`src/include/pci_fabric_consts.svh`:
```
// Constants for the PCI core fabric port and base address setup
//
// Behaviour
// - Six 32-bit base address registers decode the PCI ranges claimed.
// - Adjacent base address registers pair up into one 64-bit register.
// - Dual-address cycles are decoded against the full 64-bit address.
// - Each register maps I/O or memory, prefetchable or not.
// - Master and target own separate FIFO paths and run independently.
// - Dual-port: both functions share one 32-bit path each direction.
// - Quad-port: each function gets its own 16-bit read and write path.
// - FIFOs accept a word every cycle until all 8 entries are full, then refuse until one drains.
// - After power-up the core answers with a default configuration space.
// - Options load from the configuration process or from the PCI bus.
// - Options and base registers read back over the PCI bus.
`ifndef PCI_FABRIC_CONSTS_SVH
`define PCI_FABRIC_CONSTS_SVH

`define BAR_NUM       6
`define FIFO_WIDTH    32
`define FIFO_DEPTH    8
`define CFG_IDX_OPT   3'h6
`define BAR_ADDR_MASK 32'hFFFF_F000
`define BAR_RESET     32'h0000_0000
`define OPT_DEFAULT   32'h0000_0000
`define OPT_IO_LSB    0
`define OPT_PREF_LSB  6
`define OPT_PAIR_LSB  12
`define BAR_IO_BIT    0
`define BAR_TYPE_LSB  1
`define BAR_PREF_BIT  3

`endif

```
`src/include/pci_fabric_pkg.sv`:
```
// Types shared by the PCI core fabric port
package pci_fabric_pkg;
    typedef enum logic {FUNC_MST, FUNC_TGT} func_t;
    typedef logic [31:0] word_t;
endpackage

```
`src/core/pci_fabric_port.sv`:
```
// PCI core fabric port: FIFO data paths, dual/quad packing and base address setup
`timescale 1ns/1ps
`include "pci_fabric_consts.svh"
module sync_fifo #(parameter int W = 32, parameter int D = 8) (
    input  wire logic         clk,
    input  wire logic         rst,
    input  wire logic [W-1:0] wr_data,
    input  wire logic         wr_valid,
    output logic              wr_ready,
    output logic [W-1:0]      rd_data,
    output logic              rd_valid,
    input  wire logic         rd_ready
);
    localparam int AW = $clog2(D);
    logic [W-1:0] mem [D];
    logic [AW:0]  wp_ff, rp_ff, nxt_wp, nxt_rp;
    logic         push, pop;
    always_comb begin
        wr_ready = (wp_ff[AW] == rp_ff[AW]) || (wp_ff[AW-1:0] != rp_ff[AW-1:0]);
        rd_valid = (wp_ff != rp_ff);
        rd_data  = mem[rp_ff[AW-1:0]];
        push     = wr_valid && wr_ready;
        pop      = rd_valid && rd_ready;
        nxt_wp   = push ? wp_ff + 1'b1 : wp_ff;
        nxt_rp   = pop ? rp_ff + 1'b1 : rp_ff;
    end
    always_ff @(posedge clk) begin
        if (rst) begin
            wp_ff <= '0;
            rp_ff <= '0;
        end else begin
            wp_ff <= nxt_wp;
            rp_ff <= nxt_rp;
        end
        if (push) begin
            mem[wp_ff[AW-1:0]] <= wr_data;
        end
    end
endmodule

module pci_fabric_port (
    input  wire logic                   clk,
    input  wire logic                   rst,
    input  wire logic                   quad_mode,
    input  wire logic [31:0]            pci_rx_data,
    input  wire logic [1:0]             pci_rx_valid,
    output logic [1:0]                  pci_rx_ready,
    output logic [31:0]                 pci_tx_mst_data,
    output logic [31:0]                 pci_tx_tgt_data,
    output logic [1:0]                  pci_tx_valid,
    input  wire logic [1:0]             pci_tx_ready,
    output logic [31:0]                 out_data,
    output logic [1:0]                  out_valid,
    output pci_fabric_pkg::func_t       out_func,
    input  wire logic [1:0]             out_ready,
    input  wire logic [31:0]            in_data,
    input  wire logic [1:0]             in_valid,
    input  wire pci_fabric_pkg::func_t  in_func,
    output logic [1:0]                  in_ready,
    input  wire logic                   opt_load,
    input  wire logic [31:0]            opt_word,
    input  wire logic                   cfg_wr,
    input  wire logic                   cfg_rd,
    input  wire logic [2:0]             cfg_idx,
    input  wire logic [31:0]            cfg_wdata,
    output logic [31:0]                 cfg_rdata,
    output logic                        opt_loaded,
    input  wire logic [63:0]            addr,
    input  wire logic                   addr_valid,
    input  wire logic                   addr_dac,
    input  wire logic                   addr_io,
    output logic [5:0]                  bar_hit
);
    // Per-function FIFO wiring, index 0 master, 1 target
    logic [31:0] rx_dout [2], tx_din [2], tx_dout [2];
    logic [1:0]  rx_vld, rx_rdy, tx_wvld, tx_wrdy;
    genvar f;
    generate
        for (f = 0; f < 2; f++) begin : g_func
            sync_fifo #(.W(`FIFO_WIDTH), .D(`FIFO_DEPTH)) u_rx (
                .clk      (clk),
                .rst      (rst),
                .wr_data  (pci_rx_data),
                .wr_valid (pci_rx_valid[f]),
                .wr_ready (pci_rx_ready[f]),
                .rd_data  (rx_dout[f]),
                .rd_valid (rx_vld[f]),
                .rd_ready (rx_rdy[f])
            );
            sync_fifo #(.W(`FIFO_WIDTH), .D(`FIFO_DEPTH)) u_tx (
                .clk      (clk),
                .rst      (rst),
                .wr_data  (tx_din[f]),
                .wr_valid (tx_wvld[f]),
                .wr_ready (tx_wrdy[f]),
                .rd_data  (tx_dout[f]),
                .rd_valid (pci_tx_valid[f]),
                .rd_ready (pci_tx_ready[f])
            );
        end
    endgenerate
    assign pci_tx_mst_data = tx_dout[0];
    assign pci_tx_tgt_data = tx_dout[1];
    // Toward the fabric: registered output lanes
    logic [31:0]           od_ff, nxt_od;
    logic [1:0]            ov_ff, half_ff, nxt_ov, nxt_half;
    logic                  prio_ff, nxt_prio;
    pci_fabric_pkg::func_t of_ff, nxt_of;
    always_comb begin
        logic load, gsel;
        load     = 1'b0;
        gsel     = 1'b0;
        nxt_od   = od_ff;
        nxt_ov   = ov_ff;
        nxt_of   = of_ff;
        nxt_half = half_ff;
        nxt_prio = prio_ff;
        rx_rdy   = 2'b00;
        if (!quad_mode) begin
            load = !ov_ff[0] || out_ready[0];
            // Round robin only matters when both functions wait
            gsel = (rx_vld == 2'b11) ? prio_ff : rx_vld[1];
            nxt_ov[1] = 1'b0;
            if (load) begin
                nxt_ov[0] = |rx_vld;
                if (|rx_vld) begin
                    nxt_od    = rx_dout[gsel];
                    nxt_of    = pci_fabric_pkg::func_t'(gsel);
                    rx_rdy    = gsel ? 2'b10 : 2'b01;
                    nxt_prio  = ~gsel;
                end
            end
        end else begin
            for (int i = 0; i < 2; i++) begin
                if (!ov_ff[i] || out_ready[i]) begin
                    nxt_ov[i] = rx_vld[i];
                    if (rx_vld[i]) begin
                        // Low half first, the word pops with its high half
                        nxt_od[16*i +: 16] = half_ff[i] ? rx_dout[i][31:16] : rx_dout[i][15:0];
                        nxt_half[i]        = ~half_ff[i];
                        rx_rdy[i]          = half_ff[i];
                    end
                end
            end
            nxt_of = pci_fabric_pkg::FUNC_MST;
        end
    end
    always_ff @(posedge clk) begin
        if (rst) begin
            od_ff   <= '0;
            ov_ff   <= '0;
            of_ff   <= pci_fabric_pkg::FUNC_MST;
            half_ff <= '0;
            prio_ff <= 1'b0;
        end else begin
            od_ff   <= nxt_od;
            ov_ff   <= nxt_ov;
            of_ff   <= nxt_of;
            half_ff <= nxt_half;
            prio_ff <= nxt_prio;
        end
    end
    assign out_data  = od_ff;
    assign out_valid = ov_ff;
    assign out_func  = of_ff;
    // From the fabric: quad lanes pack two halves into one word
    logic [15:0] lo_ff [2], nxt_lo [2];
    logic [1:0]  pk_ff, nxt_pk;
    always_comb begin
        nxt_lo   = lo_ff;
        nxt_pk   = pk_ff;
        tx_wvld  = 2'b00;
        tx_din   = '{in_data, in_data};
        in_ready = 2'b00;
        if (!quad_mode) begin
            tx_wvld[in_func] = in_valid[0];
            in_ready[0]      = tx_wrdy[in_func];
        end else begin
            for (int i = 0; i < 2; i++) begin
                if (!pk_ff[i]) begin
                    in_ready[i] = 1'b1;
                    if (in_valid[i]) begin
                        nxt_lo[i] = in_data[16*i +: 16];
                        nxt_pk[i] = 1'b1;
                    end
                end else begin
                    tx_din[i]   = {in_data[16*i +: 16], lo_ff[i]};
                    tx_wvld[i]  = in_valid[i];
                    in_ready[i] = tx_wrdy[i];
                    if (in_valid[i] && tx_wrdy[i]) begin
                        nxt_pk[i] = 1'b0;
                    end
                end
            end
        end
    end
    always_ff @(posedge clk) begin
        if (rst) begin
            lo_ff <= '{16'h0000, 16'h0000};
            pk_ff <= '0;
        end else begin
            lo_ff <= nxt_lo;
            pk_ff <= nxt_pk;
        end
    end
    // Base address registers, options, readback and decode
    logic [31:0] bar_ff [`BAR_NUM], nxt_bar [`BAR_NUM], bar_view [`BAR_NUM];
    logic [31:0] opt_ff, nxt_opt, opt_eff, rdata_ff, nxt_rdata;
    logic        loaded_ff, nxt_loaded;
    logic [5:0]  hit_ff, nxt_hit;
    // Default space until options arrive
    assign opt_eff = loaded_ff ? opt_ff : `OPT_DEFAULT;
    genvar b;
    generate
        for (b = 0; b < `BAR_NUM; b++) begin : g_bar
            logic paired, is_io;
            assign paired = opt_eff[`OPT_PAIR_LSB + b/2];
            assign is_io  = opt_eff[`OPT_IO_LSB + b] && !paired;
            if (b % 2 == 0) begin : g_lo
                always_comb begin
                    bar_view[b] = bar_ff[b] & `BAR_ADDR_MASK;
                    bar_view[b][`BAR_IO_BIT] = is_io;
                    bar_view[b][`BAR_TYPE_LSB +: 2] = (paired && !is_io) ? 2'h2 : 2'h0;
                    bar_view[b][`BAR_PREF_BIT] = !is_io && opt_eff[`OPT_PREF_LSB + b];
                end
                always_comb begin
                    logic [63:0] base, a;
                    base = paired ? {bar_ff[b+1], bar_ff[b] & `BAR_ADDR_MASK}
                                  : {32'h0000_0000, bar_ff[b] & `BAR_ADDR_MASK};
                    // Single-address cycles carry a zero upper half
                    a = addr_dac ? addr : {32'h0000_0000, addr[31:0]};
                    nxt_hit[b] = addr_valid && (addr_io == is_io)
                                 && ({a[63:12], 12'h000} == base);
                end
            end else begin : g_hi
                always_comb begin
                    logic [31:0] v;
                    v = bar_ff[b] & `BAR_ADDR_MASK;
                    v[`BAR_IO_BIT] = is_io;
                    v[`BAR_PREF_BIT] = !is_io && opt_eff[`OPT_PREF_LSB + b];
                    bar_view[b] = paired ? bar_ff[b] : v;
                end
                always_comb begin
                    logic [31:0] a;
                    a = addr[31:0];
                    nxt_hit[b] = addr_valid && !paired && (addr_io == is_io)
                                 && (addr_dac ? addr[63:32] == 32'h0000_0000 : 1'b1)
                                 && ({a[31:12], 12'h000} == (bar_ff[b] & `BAR_ADDR_MASK));
                end
            end
        end
    endgenerate

    always_comb begin
        nxt_bar    = bar_ff;
        nxt_opt    = opt_ff;
        nxt_loaded = loaded_ff;
        nxt_rdata  = rdata_ff;
        if (cfg_wr && cfg_idx < `CFG_IDX_OPT) begin
            nxt_bar[cfg_idx] = cfg_wdata;
        end
        if (cfg_wr && cfg_idx == `CFG_IDX_OPT) begin
            nxt_opt    = cfg_wdata;
            nxt_loaded = 1'b1;
        end
        // Configuration process outranks a same-cycle bus write
        if (opt_load) begin
            nxt_opt    = opt_word;
            nxt_loaded = 1'b1;
        end
        if (cfg_rd) begin
            nxt_rdata = (cfg_idx < `CFG_IDX_OPT) ? bar_view[cfg_idx]
                      : (cfg_idx == `CFG_IDX_OPT) ? opt_eff : 32'h0000_0000;
        end
    end

    always_ff @(posedge clk) begin
        if (rst) begin
            for (int i = 0; i < `BAR_NUM; i++) begin
                bar_ff[i] <= `BAR_RESET;
            end
            opt_ff    <= `OPT_DEFAULT;
            loaded_ff <= 1'b0;
            rdata_ff  <= '0;
            hit_ff    <= '0;
        end else begin
            bar_ff    <= nxt_bar;
            opt_ff    <= nxt_opt;
            loaded_ff <= nxt_loaded;
            rdata_ff  <= nxt_rdata;
            hit_ff    <= nxt_hit;
        end
    end

    assign cfg_rdata  = rdata_ff;
    assign opt_loaded = loaded_ff;
    assign bar_hit    = hit_ff;
endmodule

```
`config.mk`:
```
export PLATFORM = sky130hd
export DESIGN_NAME = pci_fabric_port
export DESIGN_NICKNAME = d
export VERILOG_FILES = /design/src/include/pci_fabric_pkg.sv /design/src/core/pci_fabric_port.sv
export VERILOG_INCLUDE_DIRS = /design/src /design/src/include
export SDC_FILE = /design/constraint.sdc
export NUM_CORES = 2
export LEC_CHECK = 0
export CAP_MARGIN = 20
export CORE_ASPECT_RATIO = 1.25
export CORE_MARGIN = 8
export CORE_UTILIZATION = 64
export CTS_CLUSTER_SIZE = 25
export DETAILED_ROUTE_END_ITERATION = 12
export DONT_BUFFER_PORTS = 1
export PLACE_DENSITY = 0.81
export SYNTH_ARGS = -nofsm -noshare
export SYNTH_HDL_FRONTEND = slang
export SYNTH_SLANG_ARGS = --single-unit
```
`constraint.sdc`:
```
create_clock -name clk -period 5.5 [get_ports clk]
set_input_delay 1.1 -clock clk [delete_from_list [all_inputs] [get_ports clk]]
set_output_delay 1.1 -clock clk [all_outputs]
set_load 0.01 [all_outputs]
```
Word level (Yosys, flattened, before mapping)
Memory sizes are Yosys's and may differ from the RTL's. A register that Yosys moved wholly into a read port is not among the register bits.
Cells that the tools add are included.

operators by class
  $mul = 0
  $add $sub $neg = 8
  $lt $le $gt $ge = 6
  equality and inequality tests = 29
  divide/modulo/power cells = 0
  bitwise operators = 9
  reductions and logical operators = 79
  shift-type cells = 0
  multiplexer cells = 84

operators with widths
  operator             count
  $mux 32              15
  $mux 64              5
  $bwmux 192           1
  $eq 64x64->1         3
  $mux 16              7
  $bmux 32 s3          1
  $demux 32 s3         1
  $eq 20x20->1         3
  $logic_and 1x1->1    47
  $mux 12              3
  $mux 1               34
  $add 4x1->4 const B  8
  $logic_not 32->1     1
  $mux 3               8
  $reduce_and 3->1     6
  $mux 2               8
  $ne 4x4->1           4
  $ne 3x3->1           4
  $logic_not 1->1      11
  $eq 1x1->1           10
  $logic_or 1x1->1     6
  $ne 2x1->1 const B   3
  $not 1->1            6
  $reduce_bool 2->1    3
  15 further kinds     17

word-level totals
  RAM bits = 1024
  word-level logic and storage cells = 248
  ROM bits = 0
  memories = 4
  register bits = 367
  bits in latches = 0

memories
  name                depth  bits a word  read ports  clocked after Yosys merged registers in  write ports  RTL line               RTL
  g_func[0].u_rx.mem  8      32           1           1                                        1            pci_fabric_port.sv:15  logic [W-1:0] mem [D];
  g_func[0].u_tx.mem  8      32           1           1                                        1            pci_fabric_port.sv:15
  g_func[1].u_rx.mem  8      32           1           1                                        1            pci_fabric_port.sv:15
  g_func[1].u_tx.mem  8      32           1           1                                        1            pci_fabric_port.sv:15

Depth between registers and ports, before layout
  word-level depth = 10
  gate-level depth with buffers = 9

Modules after synthesis
Synthesis repeated with hierarchy kept, for this count alone.

second synthesis, totals
  cells, all modules = 4090
  area, all modules = 58557.4 um^2

by module, submodules not included
  module                          cells each  area each (um^2)  instances
  sync_fifo (g_func[0].u_tx ...)  455         10351.2           3
  pci_fabric_port                 2271        17135.2           1
  sync_fifo (g_func[0].u_rx)      454         10368.7           1

Least setup slack after synthesis
No wires, ideal clock.

  path kind = in2reg
  from = input quad_mode
  to = memory g_func[1].u_tx.mem[1][0], enable pin
  path slack = 0.823 ns
  stages on the path = 6
  data required time = 5.039 ns
  setup time = 0.461 ns
  buffers on the path = 1
  arrival time = 4.216 ns
  cells stage by stage = inv_1 -> clkbuf_1 -> nand3_1 -> a21oi_1 -> nand2_1 -> nor3_1

on the way
  longest elaborated chain between the ends = 4

RTL lines
  element                       RTL line                RTL
  from (decl)                   pci_fabric_port.sv:44   input wire logic quad_mode,
  $mux 2                        pci_fabric_port.sv:175  if (!quad_mode) begin
  $logic_and 1x1->1             pci_fabric_port.sv:22   push = wr_valid && wr_ready;
  $mux 1                        pci_fabric_port.sv:35   if (push) begin
  $mux 1 (implied by the code)  pci_fabric_port.sv:36   mem[wp_ff[AW-1:0]] <= wr_data;
  to (decl)                     pci_fabric_port.sv:15

Every way passes these cells.

==> impl_metrics.json <==
{
  "hold_viol": 0,
  "ys_seq_area_share_pct": 65.5,
  "post-route-min-period_ns": 4.15,
  "fmax_mhz": 241,
  "synthFlopType": "edfxtp_1",
  "status": "finished, final reports clean",
  "power_mw": 23.9,
  "finalWirelength_mm": 188,
  "power_density_nw_per_um2": 380,
  "peakVddDrop_mv": 0.351,
  "dp_hpwl_mm": 116,
  "synth_fa_ha_area_share_pct": 0.174,
  "leakagePower_nw": 20.1,
  "yosysUniqueCellTypes": 72,
  "rows": 123,
  "dp_cells": 4967,
  "finalCritPeriodShare_pct": 75.4,
  "core_um2": 89400,
  "start_kind": "flop",
  "yosys_warnings": 0,
  "tightest_slew_ns": 1.25,
  "postCtsResizedCells": 0,
  "finalNonFillerCells": 5219,
  "first_pass_iters": 8,
  "synth_top_family_by_area": "multiplexers",
  "final.setup.tns_ns": 0,
  "arrival_ns": 3.05,
  "synthMuxAreaShare_pct": 15.3,
  "synth_xor_area_share_pct": 2.75,
  "syn_area_um2": 57400,
  "grt_pass1_wl_mm": 264,
  "async_flop_share_pct": 0,
  "max_slew_margin_pct": 16.9,
  "rsz0062_at_grt": "no",
  "initialDrtViolationCount": 5627,
  "cap_violations": 0,
  "finalWeightedCongestion": 1.03,
  "vias_per_cell": 7.10,
  "vias": 37039,
  "port_buffers": 0,
  "dieWidth_um": 284,
  "grt_pass1_vias": 36331,
  "grt_max_degree": 314,
  "synthSimpleGateAreaFrac_pct": 7.36,
  "drive_above_1_share_pct": 19.5,
  "post_cts_buffers": 0,
  "clockRootBuffer": "clkbuf_16",
  "layout.nets": 4131,
  "track_usage_pct": 36.7,
  "fin_hold_ws_ns": 0.448,
  "synth_enable_flop_cells": 1024,
  "path_max_fanout": 44,
  "syn_nets": 4217,
  "area_growth_pct": 9.62,
  "critPathCaptureType": "primary output",
  "synth_compound_area_share_pct": 6.69,
  "slew_viol_final": 0,
  "ys_ff_latch": 1367,
  "hp-class": "in -> reg",
  "drc": 0,
  "die_area_um2": 99600,
  "antenna_found_initial": 14,
  "htreeDepth": 3,
  "initial_core_util_pct": 64.2,
  "clock_path_buffers": 3,
  "worstSetupPathType": "reg -> out",
  "insertion_delay_ns": 0.74,
  "syn_inst": 3996,
  "synth_area_per_cell_um2": 14.4,
  "io_pins": 357,
  "clk_pin_slew_ns": 0.07,
  "cp.required_ns": 4.40,
  "finalCoreUtilization_pct": 70.4,
  "antenna_left": 0,
  "grt_overflow": 0,
  "wl_per_cell_um": 36.1,
  "ctsHoldBuffers": 0,
  "fin_skew_ns": 0.0708,
  "setup_viol": 0,
  "die_h_um": 351,
  "cts_tree": "built",
  "numCtsBuffers": 119,
  "cts.sinks": 1367
}
==> cell usage after synthesis, types with 5 or more instances <==
| cell type | number | area share, % |
|---|---|---|
| a211oi_1 | 31 | 0.41 |
| a21oi_1 | 277 | 2.4 |
| a221oi_1 | 15 | 0.23 |
| a222oi_1 | 14 | 0.24 |
| a22o_1 | 6 | 0.092 |
| a22oi_1 | 53 | 0.69 |
| a311oi_1 | 5 | 0.076 |
| a31oi_1 | 15 | 0.16 |
| a32oi_1 | 9 | 0.14 |
| and3_1 | 7 | 0.076 |
| buf_1 | 36 | 0.24 |
| buf_2 | 22 | 0.19 |
| buf_4 | 5 | 0.065 |
| buf_6 | 6 | 0.12 |
| clkbuf_1 | 208 | 1.4 |
| dfxtp_1 | 343 | 12 |
| edfxtp_1 | 1024 | 54 |
| ha_1 | 8 | 0.17 |
| inv_1 | 33 | 0.22 |
| mux2_2 | 197 | 3.9 |
| mux2i_1 | 77 | 1.3 |
| mux4_2 | 258 | 10 |
| nand2_1 | 514 | 3.4 |
| nand2b_1 | 24 | 0.26 |
| nand3_1 | 35 | 0.31 |
| nand3b_1 | 11 | 0.14 |
| nand4_1 | 30 | 0.33 |
| nor2_1 | 229 | 1.5 |
| nor2b_1 | 13 | 0.14 |
| nor3_1 | 31 | 0.27 |
| nor3b_1 | 6 | 0.078 |
| nor4_1 | 33 | 0.36 |
| o2111ai_1 | 6 | 0.092 |
| o211ai_1 | 6 | 0.078 |
| o21ai_0 | 102 | 0.89 |
| o21ai_1 | 11 | 0.096 |
| o221ai_1 | 19 | 0.29 |
| o22ai_1 | 34 | 0.37 |
| o41ai_1 | 6 | 0.092 |
| or3_1 | 7 | 0.076 |
| or4_1 | 5 | 0.065 |
| xnor2_1 | 76 | 1.2 |
| xor2_1 | 94 | 1.4 |
==> area by class of cell <==
| cell class | instances | area [um2] |
|---|---|---|
| Sequential cell | 1367 | 37600 |
| Tap cell | 1187 | 1490 |
| Multi-Input combinational cell | 2319 | 18800 |
| Fill cell | 5357 | 26500 |
| Antenna cell | 15 | 37.5 |
| Clock buffer | 142 | 3140 |
| Clock inverter | 86 | 1100 |
| Timing Repair Buffer | 70 | 618 |
| Inverter | 33 | 124 |
==> through the flow <==
stage	cell area [um2]	setup WS, ns
finish	62900	1.35
global route	62900	1.18
CTS	62800	1.27
detailed placement	58500	1.62
global placement	58500	1.71
floorplan	57400	0.823
==> cells by family (layout without fill, tap and decap cells) <==
kind of cell / Yosys count / count (layout)
multiplexers: 532 / 532
adder cells (fa/ha/maj): 8 / 8
buffers and inverters: 310 / 331
AO/OA/AOI/OAI: 631 / 631
flip-flops: 1367 / 1367
other: 0 / 15
XOR/XNOR: 175 / 175
AND/OR/NAND/NOR: 973 / 973
==> worst max-delay path: stages (launching register included) <==
cell,delay [ns]
dfxtp_4,0.94
buf_4,0.42
mux4_2,0.58
mux2_2,0.32
==> metal layers <==
metal  wire length, um  share of wire [%]  global-route usage, %  up-vias
met5                42              0.022                      0        -
met4             11900                6.3                   18.8        6
met3             23900                 13                   11.8      648
met2             90100                 48                   60.6     2872
met1             62500                 33                   43.4    18464
li1                  -                  -                      -    15049
==> worst paths after layout <==
path	startpoint	endpoint	slack, ns	cells past startpoint
hold reg to reg	lo_ff[16]$_SDFFE_PP0P_	lo_ff[16]$_SDFFE_PP0P_	0.47	2
setup / recovery	flop	pci_tx_tgt_data[11]	1.35	3
hold / removal	pci_rx_data[3]	g_func[1].u_rx.mem[4][3]$_DFFE_PP_	0.45	0
setup reg to reg	g_func[1].u_rx.wp_ff[1]$_SDFFE_PP0P_	g_func[1].u_rx.mem[7][27]$_DFFE_PP_	2.16	5
==> flip-flops by register name, summed over array words and instances, names as in the netlist, named ones only <==
| name | count |
|---|---|
| out_valid | 2 |
| out_func | 1 |
| g_func.u_tx.mem | 512 |
| opt_loaded | 1 |
| opt_ff | 32 |
| lo_ff | 32 |
| cfg_rdata | 32 |
| pk_ff | 2 |
| g_func.u_tx.rp_ff | 8 |
| bar_ff | 156 |
| prio_ff | 1 |
| half_ff | 2 |
| g_func.u_tx.wp_ff | 8 |
| g_func.u_rx.mem | 512 |
| g_func.u_rx.wp_ff | 8 |
| bar_hit | 6 |
| g_func.u_rx.rp_ff | 8 |
| out_data | 32 |
==> layout by cell type (no fill, tap or decap), types with 94 or more instances in the layout <==
| cell type | count |
|---|---|
| edfxtp_1 | 1024 |
| nand2_1 | 514 |
| dfxtp_1 | 332 |
| a21oi_1 | 277 |
| mux4_2 | 258 |
| nor2_1 | 206 |
| mux2_2 | 197 |
| clkbuf_16 | 120 |
| o21ai_0 | 102 |
| xor2_1 | 94 |
==> report_power, final <==
part	leakage, nW	total (mW)	internal, mW	switching (mW)
clock network	2.05	9.07	5.06	4.01
registers	12.1	12.1	11.4	0.672
logic	5.93	2.76	1.28	1.48
No activity file was read; power rests on OpenSTA's default activity.
